`src/common/uslc_pkg.sv`:
```
// Shared constants, register map and carrier types for the USB-UART line control
package uslc_pkg;
   // Register word indices (byte address = index * 4)
   localparam logic [3:0] USLC_REG_CTRL    = 4'h0;
   localparam logic [3:0] USLC_REG_DIVISOR = 4'h1;
   localparam logic [3:0] USLC_REG_TIMEOUT = 4'h2;
   localparam logic [3:0] USLC_REG_INVERT  = 4'h3;
   localparam logic [3:0] USLC_REG_AUX     = 4'h4;
   localparam logic [3:0] USLC_REG_STATUS  = 4'h5;
   localparam logic [3:0] USLC_REG_ID      = 4'h6;
   // Control register bit positions
   localparam int USLC_CTRL_BITBANG = 0;
   localparam int USLC_CTRL_POWER   = 1;
   localparam int USLC_CTRL_BLEED   = 2;
   // Divisor field layout
   localparam int USLC_DIV_N_LSB    = 0;
   localparam int USLC_DIV_N_W      = 14;
   localparam int USLC_DIV_F_LSB    = 14;
   localparam int USLC_DIV_F_W      = 3;
   // Aux register layout
   localparam int USLC_AUX_OUT_LSB  = 0;
   localparam int USLC_AUX_DIR_LSB  = 4;
   // Status register layout
   localparam int USLC_ST_AUX_LSB   = 0;
   localparam int USLC_ST_LINE_LSB  = 4;
   localparam int USLC_ST_PEND      = 12;
   // Serial line indices
   localparam int USLC_L_TXD = 0;
   localparam int USLC_L_RXD = 1;
   localparam int USLC_L_RTS = 2;
   localparam int USLC_L_CTS = 3;
   localparam int USLC_L_DTR = 4;
   localparam int USLC_L_DSR = 5;
   localparam int USLC_L_DCD = 6;
   localparam int USLC_L_RI  = 7;
   // Baud reference: 3 MHz over a divisor counted in eighths
   localparam int USLC_REF_HZ      = 3000000;
   localparam int USLC_CLK_HZ      = 50000000;
   localparam int USLC_CLK_MHZ     = USLC_CLK_HZ / 1000000;
   localparam int USLC_EIGHTHS     = 8;
   localparam logic [23:0] USLC_ACC_STEP = 24'(USLC_REF_HZ / 1000000 * USLC_EIGHTHS);
   localparam logic [14:0] USLC_N_MAX    = 15'h4000;
   localparam logic [13:0] USLC_N_ONE    = 14'h0001;
   // Reset values
   localparam logic [13:0] USLC_DIV_N_RST = 14'h0010;
   localparam logic [2:0]  USLC_DIV_F_RST = 3'h0;
   localparam logic [7:0]  USLC_TMO_RST   = 8'h10;
   localparam logic [7:0]  USLC_TMO_MIN   = 8'h01;
   // Timeout step: one millisecond in clock cycles
   localparam int USLC_MS_NS      = 1000000;
   localparam int USLC_CLK_NS     = 20;
   localparam int USLC_CYC_PER_MS = USLC_MS_NS / USLC_CLK_NS;

   // Baud divisor as software programs it
   typedef struct packed {
      logic [2:0]  frac;
      logic [13:0] n;
   } uslc_div_s;

   // Control bits
   typedef struct packed {
      logic bleed_en;
      logic power_on;
      logic bitbang_en;
   } uslc_ctrl_s;
endpackage

```
`src/core/uslc_buf2.sv`:
```
// Two-entry valid/ready buffer with registered handshake outputs
`timescale 1ns/100ps
module uslc_buf2 #(
   parameter int WIDTH = 8
) (
   // Clock and reset
   input  wire logic             clk,
   input  wire logic             reset_n,
   input  wire logic             clear,
   // Filling side
   input  wire logic             in_valid,
   output logic                  in_ready,
   input  wire logic [WIDTH-1:0] in_data,
   // Draining side
   output logic                  out_valid,
   input  wire logic             out_ready,
   output logic [WIDTH-1:0]      out_data
);
   logic [WIDTH-1:0] mem_reg [2];     // Storage, entry 0 is head
   logic [WIDTH-1:0] mem_next [2];
   logic [1:0]       cnt_reg;         // Words held
   logic [1:0]       cnt_next;
   logic             push;
   logic             pop;

   // Handshakes come straight from the count register
   assign in_ready  = (cnt_reg != 2'h2);
   assign out_valid = (cnt_reg != 2'h0);
   assign out_data  = mem_reg[0];
   assign push      = in_valid && in_ready;
   assign pop       = out_valid && out_ready;

   // Next state: shift head out on pop, append at tail on push
   always_comb begin
      mem_next[0] = mem_reg[0];
      mem_next[1] = mem_reg[1];
      cnt_next    = cnt_reg;
      if (clear) begin
         cnt_next = 2'h0;
      end else begin
         if (pop) begin
            mem_next[0] = mem_reg[1];
         end
         if (push) begin
            // Tail slot depends on whether head left this cycle
            if ((cnt_reg - (pop ? 2'h1 : 2'h0)) == 2'h0) begin
               mem_next[0] = in_data;
            end else begin
               mem_next[1] = in_data;
            end
         end
         cnt_next = cnt_reg + (push ? 2'h1 : 2'h0) - (pop ? 2'h1 : 2'h0);
      end
   end

   // Registers only
   always_ff @(posedge clk or negedge reset_n) begin
      if (!reset_n) begin
         mem_reg[0] <= '0;
         mem_reg[1] <= '0;
         cnt_reg    <= 2'h0;
      end else begin
         mem_reg[0] <= mem_next[0];
         mem_reg[1] <= mem_next[1];
         cnt_reg    <= cnt_next;
      end
   end
endmodule // uslc_buf2

```
`src/core/uslc_line_ctrl.sv`:
```
// Line control of a USB-to-serial bridge: baud, flush timeout, inversion, aux pins
//
// The implementer's own choices: the Avalon-MM slave port and the register addresses.
`timescale 1ns/100ps
module uslc_line_ctrl import uslc_pkg::*; #(
   parameter int          CYC_PER_MS           = USLC_CYC_PER_MS,
   parameter logic [31:0] UNIQUE_DEVICE_NUMBER = 32'h5A5A_1234  // Arbitrary value
) (
   // Clock and resets
   input  wire logic        clk,
   input  wire logic        reset_n,
   input  wire logic        ext_reset_n,
   // Avalon-MM register slave
   input  wire logic [3:0]  avs_address,
   input  wire logic        avs_read,
   input  wire logic        avs_write,
   input  wire logic [31:0] avs_writedata,
   output logic [31:0]      avs_readdata,
   output logic             avs_waitrequest,
   // Receive byte stream from the serial receiver
   input  wire logic        rx_valid,
   output logic             rx_ready,
   input  wire logic [7:0]  rx_data,
   // Byte stream toward the USB side
   output logic             host_valid,
   input  wire logic        host_ready,
   output logic [7:0]       host_data,
   output logic             host_flush,
   // Bit-rate tick for the serial engine
   output logic             baud_tick,
   // Serial engine side, true sense
   input  wire logic        core_txd,
   input  wire logic        core_rts_n,
   input  wire logic        core_dtr_n,
   output logic [7:0]       core_lines_in,
   // Serial pins, possibly inverted
   input  wire logic [7:0]  line_pin_in,
   output logic [7:0]       line_pin_out,
   output logic [7:0]       line_pull_down,
   // Auxiliary control pins
   input  wire logic [3:0]  aux_control_pins_in,
   output logic [3:0]       aux_control_pins_out,
   output logic [3:0]       aux_control_pins_oe,
   // External power switch, low enables power
   output logic             ext_power_switch_n
);
   // Register file state
   uslc_ctrl_s  ctrl_reg, ctrl_next;           // Mode and power bits
   uslc_div_s   div_reg, div_next;             // Baud divisor
   logic [7:0]  tmo_reg, tmo_next;             // Flush timeout in ms
   logic [7:0]  inv_reg, inv_next;             // Per-line inversion mask
   logic [3:0]  aux_out_reg, aux_out_next;     // Aux output values
   logic [3:0]  aux_dir_reg, aux_dir_next;     // Aux direction, 1 drives
   logic        wait_reg, wait_next;           // Bus waitrequest
   logic [31:0] rdata_reg, rdata_next;         // Read answer
   // Baud state
   logic [23:0] acc_reg, acc_next;             // Fractional accumulator
   logic        tick_reg, tick_next;
   logic [23:0] limit;                         // Divisor in eighths times clock MHz
   logic [14:0] n_eff;
   logic [2:0]  f_eff;
   // Timeout state
   logic [15:0] ms_cnt_reg, ms_cnt_next;       // Cycles within current ms
   logic [7:0]  ms_left_reg, ms_left_next;     // Whole ms still to wait
   logic        flush_reg, flush_next;
   // Pin state
   logic [7:0]  pin_out_reg, pin_out_next;
   logic [7:0]  lines_in_reg, lines_in_next;
   logic [7:0]  pull_reg, pull_next;
   logic [3:0]  aux_in_reg, aux_in_next;
   logic [3:0]  aux_oe_reg, aux_oe_next;
   logic        pwr_n_reg, pwr_n_next;
   // Misc
   logic        soft_rst;                      // External reset, taken synchronously
   logic        wr_take;
   logic        rd_take;
   logic        rx_push;

   assign soft_rst = !ext_reset_n;
   assign wr_take  = avs_write && !wait_reg;
   assign rd_take  = avs_read && !wait_reg;
   assign rx_push  = rx_valid && rx_ready;

   // Receive path buffer; a stalled host simply backs up into rx_ready
   uslc_buf2 #(
      .WIDTH     (8)
   ) u_rxbuf (
      .clk       (clk),
      .reset_n   (reset_n),
      .clear     (soft_rst),
      .in_valid  (rx_valid),
      .in_ready  (rx_ready),
      .in_data   (rx_data),
      .out_valid (host_valid),
      .out_ready (host_ready),
      .out_data  (host_data)
   );

   // Bus and register file: one wait cycle, then a one-cycle answer
   always_comb begin
      ctrl_next    = ctrl_reg;
      div_next     = div_reg;
      tmo_next     = tmo_reg;
      inv_next     = inv_reg;
      aux_out_next = aux_out_reg;
      aux_dir_next = aux_dir_reg;
      rdata_next   = rdata_reg;
      // Drop wait for exactly one cycle per request
      wait_next    = !((avs_read || avs_write) && wait_reg);
      if (soft_rst) begin
         ctrl_next    = '0;
         div_next     = '{frac: USLC_DIV_F_RST, n: USLC_DIV_N_RST};
         tmo_next     = USLC_TMO_RST;
         inv_next     = '0;
         aux_out_next = '0;
         aux_dir_next = '0;
         wait_next    = 1'b1;
      end else if (wr_take) begin
         case (avs_address)
            USLC_REG_CTRL: begin
               ctrl_next = avs_writedata[USLC_CTRL_BLEED:USLC_CTRL_BITBANG];
            end
            USLC_REG_DIVISOR: begin
               div_next.n    = avs_writedata[USLC_DIV_N_LSB +: USLC_DIV_N_W];
               div_next.frac = avs_writedata[USLC_DIV_F_LSB +: USLC_DIV_F_W];
            end
            USLC_REG_TIMEOUT: begin
               // Zero is not a legal timeout; clamp to the shortest
               tmo_next = (avs_writedata[7:0] == 8'h00) ? USLC_TMO_MIN
                                                       : avs_writedata[7:0];
            end
            USLC_REG_INVERT: begin
               inv_next = avs_writedata[7:0];
            end
            USLC_REG_AUX: begin
               aux_out_next = avs_writedata[USLC_AUX_OUT_LSB +: 4];
               aux_dir_next = avs_writedata[USLC_AUX_DIR_LSB +: 4];
            end
            default: begin
               // Read-only or unmapped: write ignored
            end
         endcase
      end
      // Load read data while the request waits
      if (avs_read && wait_reg) begin
         case (avs_address)
            USLC_REG_CTRL:    rdata_next = {29'h0, ctrl_reg};
            USLC_REG_DIVISOR: rdata_next = {15'h0, div_reg};
            USLC_REG_TIMEOUT: rdata_next = {24'h0, tmo_reg};
            USLC_REG_INVERT:  rdata_next = {24'h0, inv_reg};
            USLC_REG_AUX:     rdata_next = {24'h0, aux_dir_reg, aux_out_reg};
            USLC_REG_STATUS:  rdata_next = {19'h0, host_valid, lines_in_reg[7:0],
                                            aux_in_reg};
            USLC_REG_ID:      rdata_next = UNIQUE_DEVICE_NUMBER;
            default:          rdata_next = 32'h0;
         endcase
      end
   end

   // Register file flops
   always_ff @(posedge clk or negedge reset_n) begin
      if (!reset_n) begin
         ctrl_reg    <= '0;
         div_reg     <= '{frac: USLC_DIV_F_RST, n: USLC_DIV_N_RST};
         tmo_reg     <= USLC_TMO_RST;
         inv_reg     <= '0;
         aux_out_reg <= '0;
         aux_dir_reg <= '0;
         wait_reg    <= 1'b1;
         rdata_reg   <= '0;
      end else begin
         ctrl_reg    <= ctrl_next;
         div_reg     <= div_next;
         tmo_reg     <= tmo_next;
         inv_reg     <= inv_next;
         aux_out_reg <= aux_out_next;
         aux_dir_reg <= aux_dir_next;
         wait_reg    <= wait_next;
         rdata_reg   <= rdata_next;
      end
   end

   // Effective divisor: field zero means 16384, n of one drops the fraction
   always_comb begin
      n_eff = (div_reg.n == '0) ? USLC_N_MAX : {1'b0, div_reg.n};
      f_eff = (div_reg.n == USLC_N_ONE) ? 3'h0 : div_reg.frac;
      limit = 24'(({9'h0, n_eff} * 24'(USLC_EIGHTHS) + {21'h0, f_eff})
                  * 24'(USLC_CLK_MHZ));
   end

   // Baud accumulator: adds 3 MHz in eighths per clock, ticks on overflow
   always_comb begin
      acc_next  = acc_reg + USLC_ACC_STEP;
      tick_next = 1'b0;
      if (soft_rst) begin
         acc_next = '0;
      end else if (acc_next >= limit) begin
         // Remainder kept so fractional divisors average exactly
         acc_next  = acc_next - limit;
         tick_next = 1'b1;
         if (acc_next >= limit) acc_next = '0;  // Divisor just shrank: no tick burst
      end
   end

   // Baud flops
   always_ff @(posedge clk or negedge reset_n) begin
      if (!reset_n) begin
         acc_reg  <= '0;
         tick_reg <= 1'b0;
      end else begin
         acc_reg  <= acc_next;
         tick_reg <= tick_next;
      end
   end

   // Flush timer: restarts on every new byte, runs only while data waits
   always_comb begin
      ms_cnt_next  = ms_cnt_reg;
      ms_left_next = ms_left_reg;
      flush_next   = 1'b0;
      if (soft_rst || rx_push || !host_valid) begin
         ms_cnt_next  = '0;
         ms_left_next = tmo_reg;
      end else if (ms_cnt_reg == 16'(CYC_PER_MS - 1)) begin
         ms_cnt_next = '0;
         if (ms_left_reg <= USLC_TMO_MIN) begin
            flush_next   = 1'b1;
            ms_left_next = tmo_reg;
         end else begin
            ms_left_next = ms_left_reg - 8'h01;
         end
      end else begin
         ms_cnt_next = ms_cnt_reg + 16'h0001;
      end
   end

   // Flush timer flops
   always_ff @(posedge clk or negedge reset_n) begin
      if (!reset_n) begin
         ms_cnt_reg  <= '0;
         ms_left_reg <= USLC_TMO_RST;
         flush_reg   <= 1'b0;
      end else begin
         ms_cnt_reg  <= ms_cnt_next;
         ms_left_reg <= ms_left_next;
         flush_reg   <= flush_next;
      end
   end

   // Pins: inversion, bleed-down, aux port and power switch
   always_comb begin
      // Outgoing lines carry the engine's sense xor the mask
      pin_out_next                = '0;
      pin_out_next[USLC_L_TXD]    = core_txd ^ inv_reg[USLC_L_TXD];
      pin_out_next[USLC_L_RTS]    = core_rts_n ^ inv_reg[USLC_L_RTS];
      pin_out_next[USLC_L_DTR]    = core_dtr_n ^ inv_reg[USLC_L_DTR];
      // Incoming lines restored to true sense; output slots also give line_pin_in xor the mask
      lines_in_next               = line_pin_in ^ inv_reg;
      // Weak pull only with option set and power switched off
      pull_next   = {8{ctrl_reg.bleed_en && !ctrl_reg.power_on}};
      pwr_n_next  = !ctrl_reg.power_on;
      // Aux port is separate from the serial path, so both run at once
      aux_in_next = aux_control_pins_in;
      aux_oe_next = ctrl_reg.bitbang_en ? aux_dir_reg : 4'h0;
      if (soft_rst) begin
         pull_next   = '0;
         pwr_n_next  = 1'b1;
         aux_oe_next = '0;
      end
   end

   // Pin flops; power stays off out of reset
   always_ff @(posedge clk or negedge reset_n) begin
      if (!reset_n) begin
         pin_out_reg  <= '0;
         lines_in_reg <= '0;
         pull_reg     <= '0;
         aux_in_reg   <= '0;
         aux_oe_reg   <= '0;
         pwr_n_reg    <= 1'b1;
      end else begin
         pin_out_reg  <= pin_out_next;
         lines_in_reg <= lines_in_next;
         pull_reg     <= pull_next;
         aux_in_reg   <= aux_in_next;
         aux_oe_reg   <= aux_oe_next;
         pwr_n_reg    <= pwr_n_next;
      end
   end

   // Output assignments
   assign avs_readdata         = rdata_reg;
   assign avs_waitrequest      = wait_reg;
   assign host_flush           = flush_reg;
   assign baud_tick            = tick_reg;
   assign core_lines_in        = lines_in_reg;
   assign line_pin_out         = pin_out_reg;
   assign line_pull_down       = pull_reg;
   assign aux_control_pins_out = aux_out_reg;
   assign aux_control_pins_oe  = aux_oe_reg;
   assign ext_power_switch_n   = pwr_n_reg;
endmodule // uslc_line_ctrl

```
`config.mk`:
```
export PLATFORM = sky130hd
export DESIGN_NAME = uslc_line_ctrl
export DESIGN_NICKNAME = d
export VERILOG_FILES = /design/src/common/uslc_pkg.sv /design/src/core/uslc_buf2.sv /design/src/core/uslc_line_ctrl.sv
export SDC_FILE = /design/constraint.sdc
export NUM_CORES = 1
export LEC_CHECK = 0
export BUFFER_PORTS_ARGS = -buffer_cell sky130_fd_sc_hd__buf_2
export CAP_MARGIN = 10
export CORE_MARGIN = 1.5
export CORE_UTILIZATION = 42
export CTS_BUF_LIST = sky130_fd_sc_hd__clkbuf_2 sky130_fd_sc_hd__clkbuf_4 sky130_fd_sc_hd__clkbuf_8
export CTS_CLUSTER_SIZE = 12
export DETAILED_ROUTE_END_ITERATION = 6
export PLACE_DENSITY_LB_ADDON = 0.15
export SETUP_SLACK_MARGIN = 0.02
export SLEW_MARGIN = 10
export SYNTH_ARGS = -nofsm -noshare
export SYNTH_HDL_FRONTEND = slang
export SYNTH_HIERARCHICAL = 1
export SYNTH_SLANG_ARGS = --single-unit
```
`constraint.sdc`:
```
create_clock -name clk -period 7.6 [get_ports clk]
set_input_delay 0.76 -clock clk [delete_from_list [all_inputs] [get_ports clk]]
set_output_delay 0.76 -clock clk [all_outputs]
set_load 0.005 [all_outputs]
```
Word level (Yosys, flattened, before mapping)

Cells that the tools add are included.

Word-level logic and storage cells: 130
Register bits: 173
Output and inout bits: 78

Equality and inequality tests: 15
$mul: 1
Add/subtract/negate cells: 8
Bitwise operators: 5
Mux-type cells: 47
Magnitude comparators: 3
Reductions and logical operators: 26

Operator list:

| cell                                                           | count |
|---|---|
| case mux 31 bit (7 select lines)                               | 1 |
| two-way mux 8 bit                                              | 14 |
| two-way mux 24 bit                                             | 3 |
| two-way mux 17 bit                                             | 3 |
| greater-or-equal comparator 24 bit                             | 2 |
| two-way mux 16 bit                                             | 3 |
| two-way mux 4 bit                                              | 8 |
| adder 24 x 5 -> 24 bit, second input constant                  | 1 |
| subtractor 24 bit                                              | 1 |
| multiplier 19 x 5 -> 23 bit, second input constant             | 1 |
| adder 18 x 3 -> 19 bit                                         | 1 |
| adder 16 x 1 -> 16 bit, second input constant                  | 1 |
| == test 16 bit, second input constant                          | 1 |
| two-way mux 15 bit                                             | 1 |
| == test 14 x 1 -> 1 bit, second input constant                 | 1 |
| zero test 14 bit                                               | 1 |
| == test 4 x 3 -> 1 bit, second input constant                  | 3 |
| two-way mux 3 bit                                              | 4 |
| inequality test 2 x 1 -> 1 bit, second input constant          | 6 |
| AND reduction 2 bit                                            | 5 |
| two-way mux 1 bit                                              | 9 |
| == test 4 x 2 -> 1 bit, second input constant                  | 2 |
| less-or-equal comparator 8 x 1 -> 1 bit, second input constant | 1 |
| zero test 8 bit                                                | 1 |
| other kinds (16)                                               | 31 |

Logic depth before layout (Yosys ltp)

Depth after elaboration: 9
Gate-level depth with buffers: 41
Mapped depth without buffers: 40

Modules after synthesis

Netlist, hierarchy kept.

Modules (own cells, without submodules):

| module         | instances | sequential area each (um2) | cells an instance | area an instance (um2) |
|---|---|---|---|---|
| uslc_line_ctrl | 1         | 3,334.4                    | 1,085             | 9,912.0 |
| uslc_buf2      | 1         | 450.4                      | 72                | 903.4 |

Worst setup path after synthesis

No wires, ideal clock.

Kind: register to register
Start point: reg div_reg[13] in the netlist's numbering
End point: reg acc_reg[10]
Clock period less this slack: 7,249 ps
Library setup time: 122 ps
Stages on the path, launching flop included: 40
Path buffers: 3
Slack: 351 ps
Arrival: 7,127 ps
Cell sequence: dfrtp_1 -> inv_1 -> ha_1 -> nand4_1 -> nor2_1 -> nand2_1 -> inv_1 -> clkbuf_1 -> nor2_1 -> ha_1 -> ha_1 -> fa_1 -> ha_1 -> inv_1 -> o21bai_1 -> a21oi_1 -> o21bai_1 -> a21oi_1 -> [4 not listed] -> o211ai_1 -> o2111ai_1 -> o21ai_1 -> or2_2 -> a21o_1 -> a21o_1 -> xnor2_1 -> inv_1 -> ha_1 -> nand4_1 -> nor3_1 -> o21ai_0 -> a21oi_1 -> o22ai_1 -> maj3_2 -> buf_6 -> o2111ai_1 -> nand2_1

Cells in the longest elaborated chain, start to end: 9
Elaborated cells between the ends (all ways): 12

Ends and longest elaborated chain:

| element                                                            | RTL line                                     | RTL |
|---|---|---|
| from (decl)                                                        | uslc_line_ctrl.sv:49                         | `uslc_div_s div_reg, div_next;` |
| from (signal assigned)                                             | uslc_line_ctrl.sv:164                        | `div_reg <= '{frac: USLC_DIV_F_RST, n: USLC_DIV_N_RST};` |
| from (signal assigned)                                             | uslc_line_ctrl.sv:173                        | `div_reg <= div_next;` |
| == test 14 x 1 -> 1 bit / zero test 14 bit (equally long branches) | uslc_line_ctrl.sv:186, uslc_line_ctrl.sv:185 |  |
| two-way mux 3 bit / two-way mux 15 bit (equally long branches)     | uslc_line_ctrl.sv:186, uslc_line_ctrl.sv:185 |  |
| adder 18 x 3 -> 19 bit *                                           | uslc_line_ctrl.sv:187                        | `limit = 24'(({9'h0, n_eff} * 24'(USLC_EIGHTHS) + {21'h0, f_eff})` |
| multiplier 19 x 5 -> 23 bit *                                      | uslc_line_ctrl.sv:188                        | `* 24'(USLC_CLK_MHZ));` |
| subtractor 24 bit                                                  | uslc_line_ctrl.sv:199                        | `acc_next = acc_next - limit;` |
| greater-or-equal comparator 24 bit                                 | uslc_line_ctrl.sv:201                        | `if (acc_next >= limit) acc_next = '0;` |
| two-way mux 24 bit                                                 | uslc_line_ctrl.sv:201                        |  |
| two-way mux 24 bit *                                               | uslc_line_ctrl.sv:197                        | `end else if (acc_next >= limit) begin` |
| two-way mux 24 bit *                                               | uslc_line_ctrl.sv:195                        | `if (soft_rst) begin` |
| via acc_next[10]                                                   | uslc_line_ctrl.sv:57                         | `logic [23:0] acc_reg, acc_next;` |
| to (signal assigned)                                               | uslc_line_ctrl.sv:211                        | `acc_reg <= acc_next;` |
| to (decl)                                                          | uslc_line_ctrl.sv:57                         |  |

Mark *: on every way through the listed nets, which the timed path passes. The rest lies on a longest branch.
A chain may end at the register's enable or synchronous reset.

Worst setup path after layout

Start point: reg div_reg[4] in the netlist's numbering
End point: reg acc_reg[5]

The elaborated chain is that of the path after synthesis.

==> results.toml <==
[power_and_ir_drop]
cell_internal_pwr_mw = 1.308
p_sw_uw = 685.7
comb_power_share_pct = 22.2
swShare_pct = 34.40
power_frac_clock_pct = 31.3
power_frac_seq_pct = 46.5
power-per-cell-area_mw_per_mm2 = 152.0
total_power_mw = 1.993
vdd_drop_max_mv = 0.1321
p_leak_nw = 6.610

[layout]
fillCellCount = 2393
largest_reg_flops = 23
fin_nets = 1543
area_growth_pct = 21.25
drive_above_1_share_pct = 27.20
final_core_util_pct = 51.93
n_antenna_cell = 0

[clock_network]
numClockSinks = 151
numCtsBuffers = 17
clock_latency_ps = 470
clock-root-buffer = "clkbuf_8"
cts_tree = "yes"
clock_path_buffers = 2
clk_pin_slew_ps = 110
ctsHtreeMaxLevel = 4

[die]
num_io_pins = 144
dieWidth_um = 163.5
core_area_mm2 = 0.02525
die_area_mm2 = 0.02672
rows = 58
die_height_um = 163.5
initial_core_util_pct = 42.83

[logic_synthesis]
syn-cell-area_mm2 = 0.01082
synthFlopType = "dfrtp_1"
async_flop_share_pct = 100.0
yosysMostFrequentCell = "dfrtp_1"
ys_warn_count = 6
synth_top_area_share_pct = 33.78
syn-instance-count = 1157
synth-seq-area-share_pct = 35.00
yosysTopAreaCell = "dfrtp_1"
synth.area.top_cells = "dfrtp_1 (34%), ha_1 (13%), nand2_1 (3.9%)"
avgSynthCellArea_um2 = 9.348
synth_edf_count = 0
synth_common_cells = "dfrtp_1 (146), ha_1 (112), nand2_1 (112)"
ys_ff_latch = 151
synthDistinctLibCells = 83

[placed_design]
gp_congestion = 0.8547
place_hpwl_mm = 21.01
place_ws_ps = -136.2
io_buffers = 116

[detailed_routing]
post_drt_wl_per_cell_um = 16.89
firstDrtPassIters = 5
wl_mm = 28.61
via_count = 9077
ant_nets = 0
drt_iter0_drc = 584
drc_errors = 0
vias_per_cell = 5.358

[worst_setup_path]
slowest_stage = "dfstp_2"
crit_type = "reg2reg"
cp-start-kind = "flip-flop"
end_kind = "flip-flop"
r2r_end = "acc_reg[5]"
critical_path.max_fanout = 7
reg2reg_slack_ps = 250
r2r_cells = 34
critical_path.max_stage_delay_ps = 540
arrival_ps = 7740
required_ps = 7990
r2r-start = "div_reg[4]"
cp_common_cell = "ha_1"

[global_routing]
grt_usage_pct = 21.37
grt_overflow = 0
grt_max_degree = 70
grt_pass1_vias = 8648
antenna_found_initial = 1
grt_pass1_wl_mm = 44.91

[sta]
worst_slack_ps = 248.2
max-slew-margin-rel_pct = 17.51
max_freq_ghz = 0.1360
maxSlewViolCount = 0
rsz0062_at_grt = "yes"
hold_viol = 0
clock-skew-final_ps = 24.45
fin_crit_ps = 7352
worst_pin_slew_ps = 1228
setup_violations = 0
finalCritPeriodShare_pct = 96.73

[min_path]
hold_class = "in2async"

[outcome]
run_status = "completed"

[job]
maxCapViolCount = 0
==> how the worst max path moves through the flow <==
stage | from | to | slack [ps] | cells past startpoint
3_5_place_dp | div_reg[10] | acc_reg[4] | -140 | 39
4_1_cts | div_reg[4] | acc_reg[4] | 50 | 36
5_1_grt | div_reg[13] | acc_reg[5] | -180 | 35
3_3_place_gp | div_reg[13] | acc_reg[3] | -60 | 39
6_report | div_reg[4] | acc_reg[5] | 250 | 34
2_1_floorplan | div_reg[13] | acc_reg[10] | 350 | 39
==> stage by stage <==
stage | area, um^2 | TNS, ps | cells | hold slack, ps
6_report | 13110 | 0 | 1694 | 143.8
3_5_place_dp | 12210 | -2029 | 1651 | 445.0
4_1_cts | 12610 | 0 | 1683 | 141.3
3_3_place_gp | 12210 | -200.7 | 1651 | 447.5
5_1_grt | 13110 | -2277 | 1694 | 144.7
2_1_floorplan | 10860 | 0 | 1168 | 416.8
==> repair_timing <==
| action | in CTS | in global routing |
|---|---|---|
| endpoints found under the hold margin | 0 | 0 |
| gates cloned | 0 | 1 |
| pin swaps | 2 | 52 |
| gates resized for setup | 4 | 89 |
| hold buffers | 0 | 0 |
| buffers inserted | 0 | 10 |
| setup endpoints to repair | 23 | 23 |
==> area by class of cell <==
| class | count | area [um^2] | area share (%) |
|---|---|---|---|
| timing repair buffer | 232 | 1498 | 11.42 |
| tap | 330 | 412.9 | 3.149 |
| clock inverter | 14 | 137.6 | 1.050 |
| multi-input combinational | 881 | 6782 | 51.71 |
| inverter | 68 | 257.7 | 1.965 |
| sequential | 151 | 3785 | 28.86 |
| clock buffer | 18 | 241.5 | 1.841 |
==> layer usage <==
metal,vias to the layer above,GRT usage [%],part of all wire (%),wire length [um]
met1,4379,31.05,49,13950
met5,-,0,0.042,12
li1,4444,-,-,-
met3,33,3.911,4.7,1332
met2,219,32.86,45,12940
met4,2,4.876,1.3,380
==> cell usage in the layout (no fill, tap or decap), types with 29 or more instances in the layout <==
cell type / n
nor2_1: 97
mux2i_1: 34
nand2_1: 106
a21oi_1: 72
dfrtp_1: 146
o21ai_0: 38
inv_1: 54
xnor2_1: 33
buf_4: 110
nand3_1: 29
ha_1: 99
buf_2: 115
xor2_1: 46
==> power by group through the flow <==
stage / Combinational (mW) / Clock (mW) / Sequential, mW
5_1_grt: 0.501 / 0.671 / 0.937
4_1_cts: 0.437 / 0.643 / 0.926
2_1_floorplan: 0.328 / 0 / 0.927
3_3_place_gp: 0.428 / 0 / 0.938
3_5_place_dp: 0.435 / 0 / 0.940
6_report: 0.443 / 0.625 / 0.926
==> worst max-delay path, delay by kind of cell, from the launching register on <==
family                     cells  cell delay (ps)
AOI/OAI and AO/OA             11             2440
and+or+nand+nor                7              830
xor gates and xnor gates       2              300
buffers and inverters          6              720
adders and majority gates      8             2480
DFF                            1              540
==> cell families after synthesis <==
kind of cell	Yosys count	synth area share [%]
other	1	0.03467
DFF	151	35.00
muxes	44	4.188
AOI/OAI and AO/OA	260	16.45
and+or+nand+nor	356	15.69
xor gates and xnor gates	82	6.640
buffers and inverters	136	6.351
adders and majority gates	127	15.65
Power figures use the tool's default switching activity.
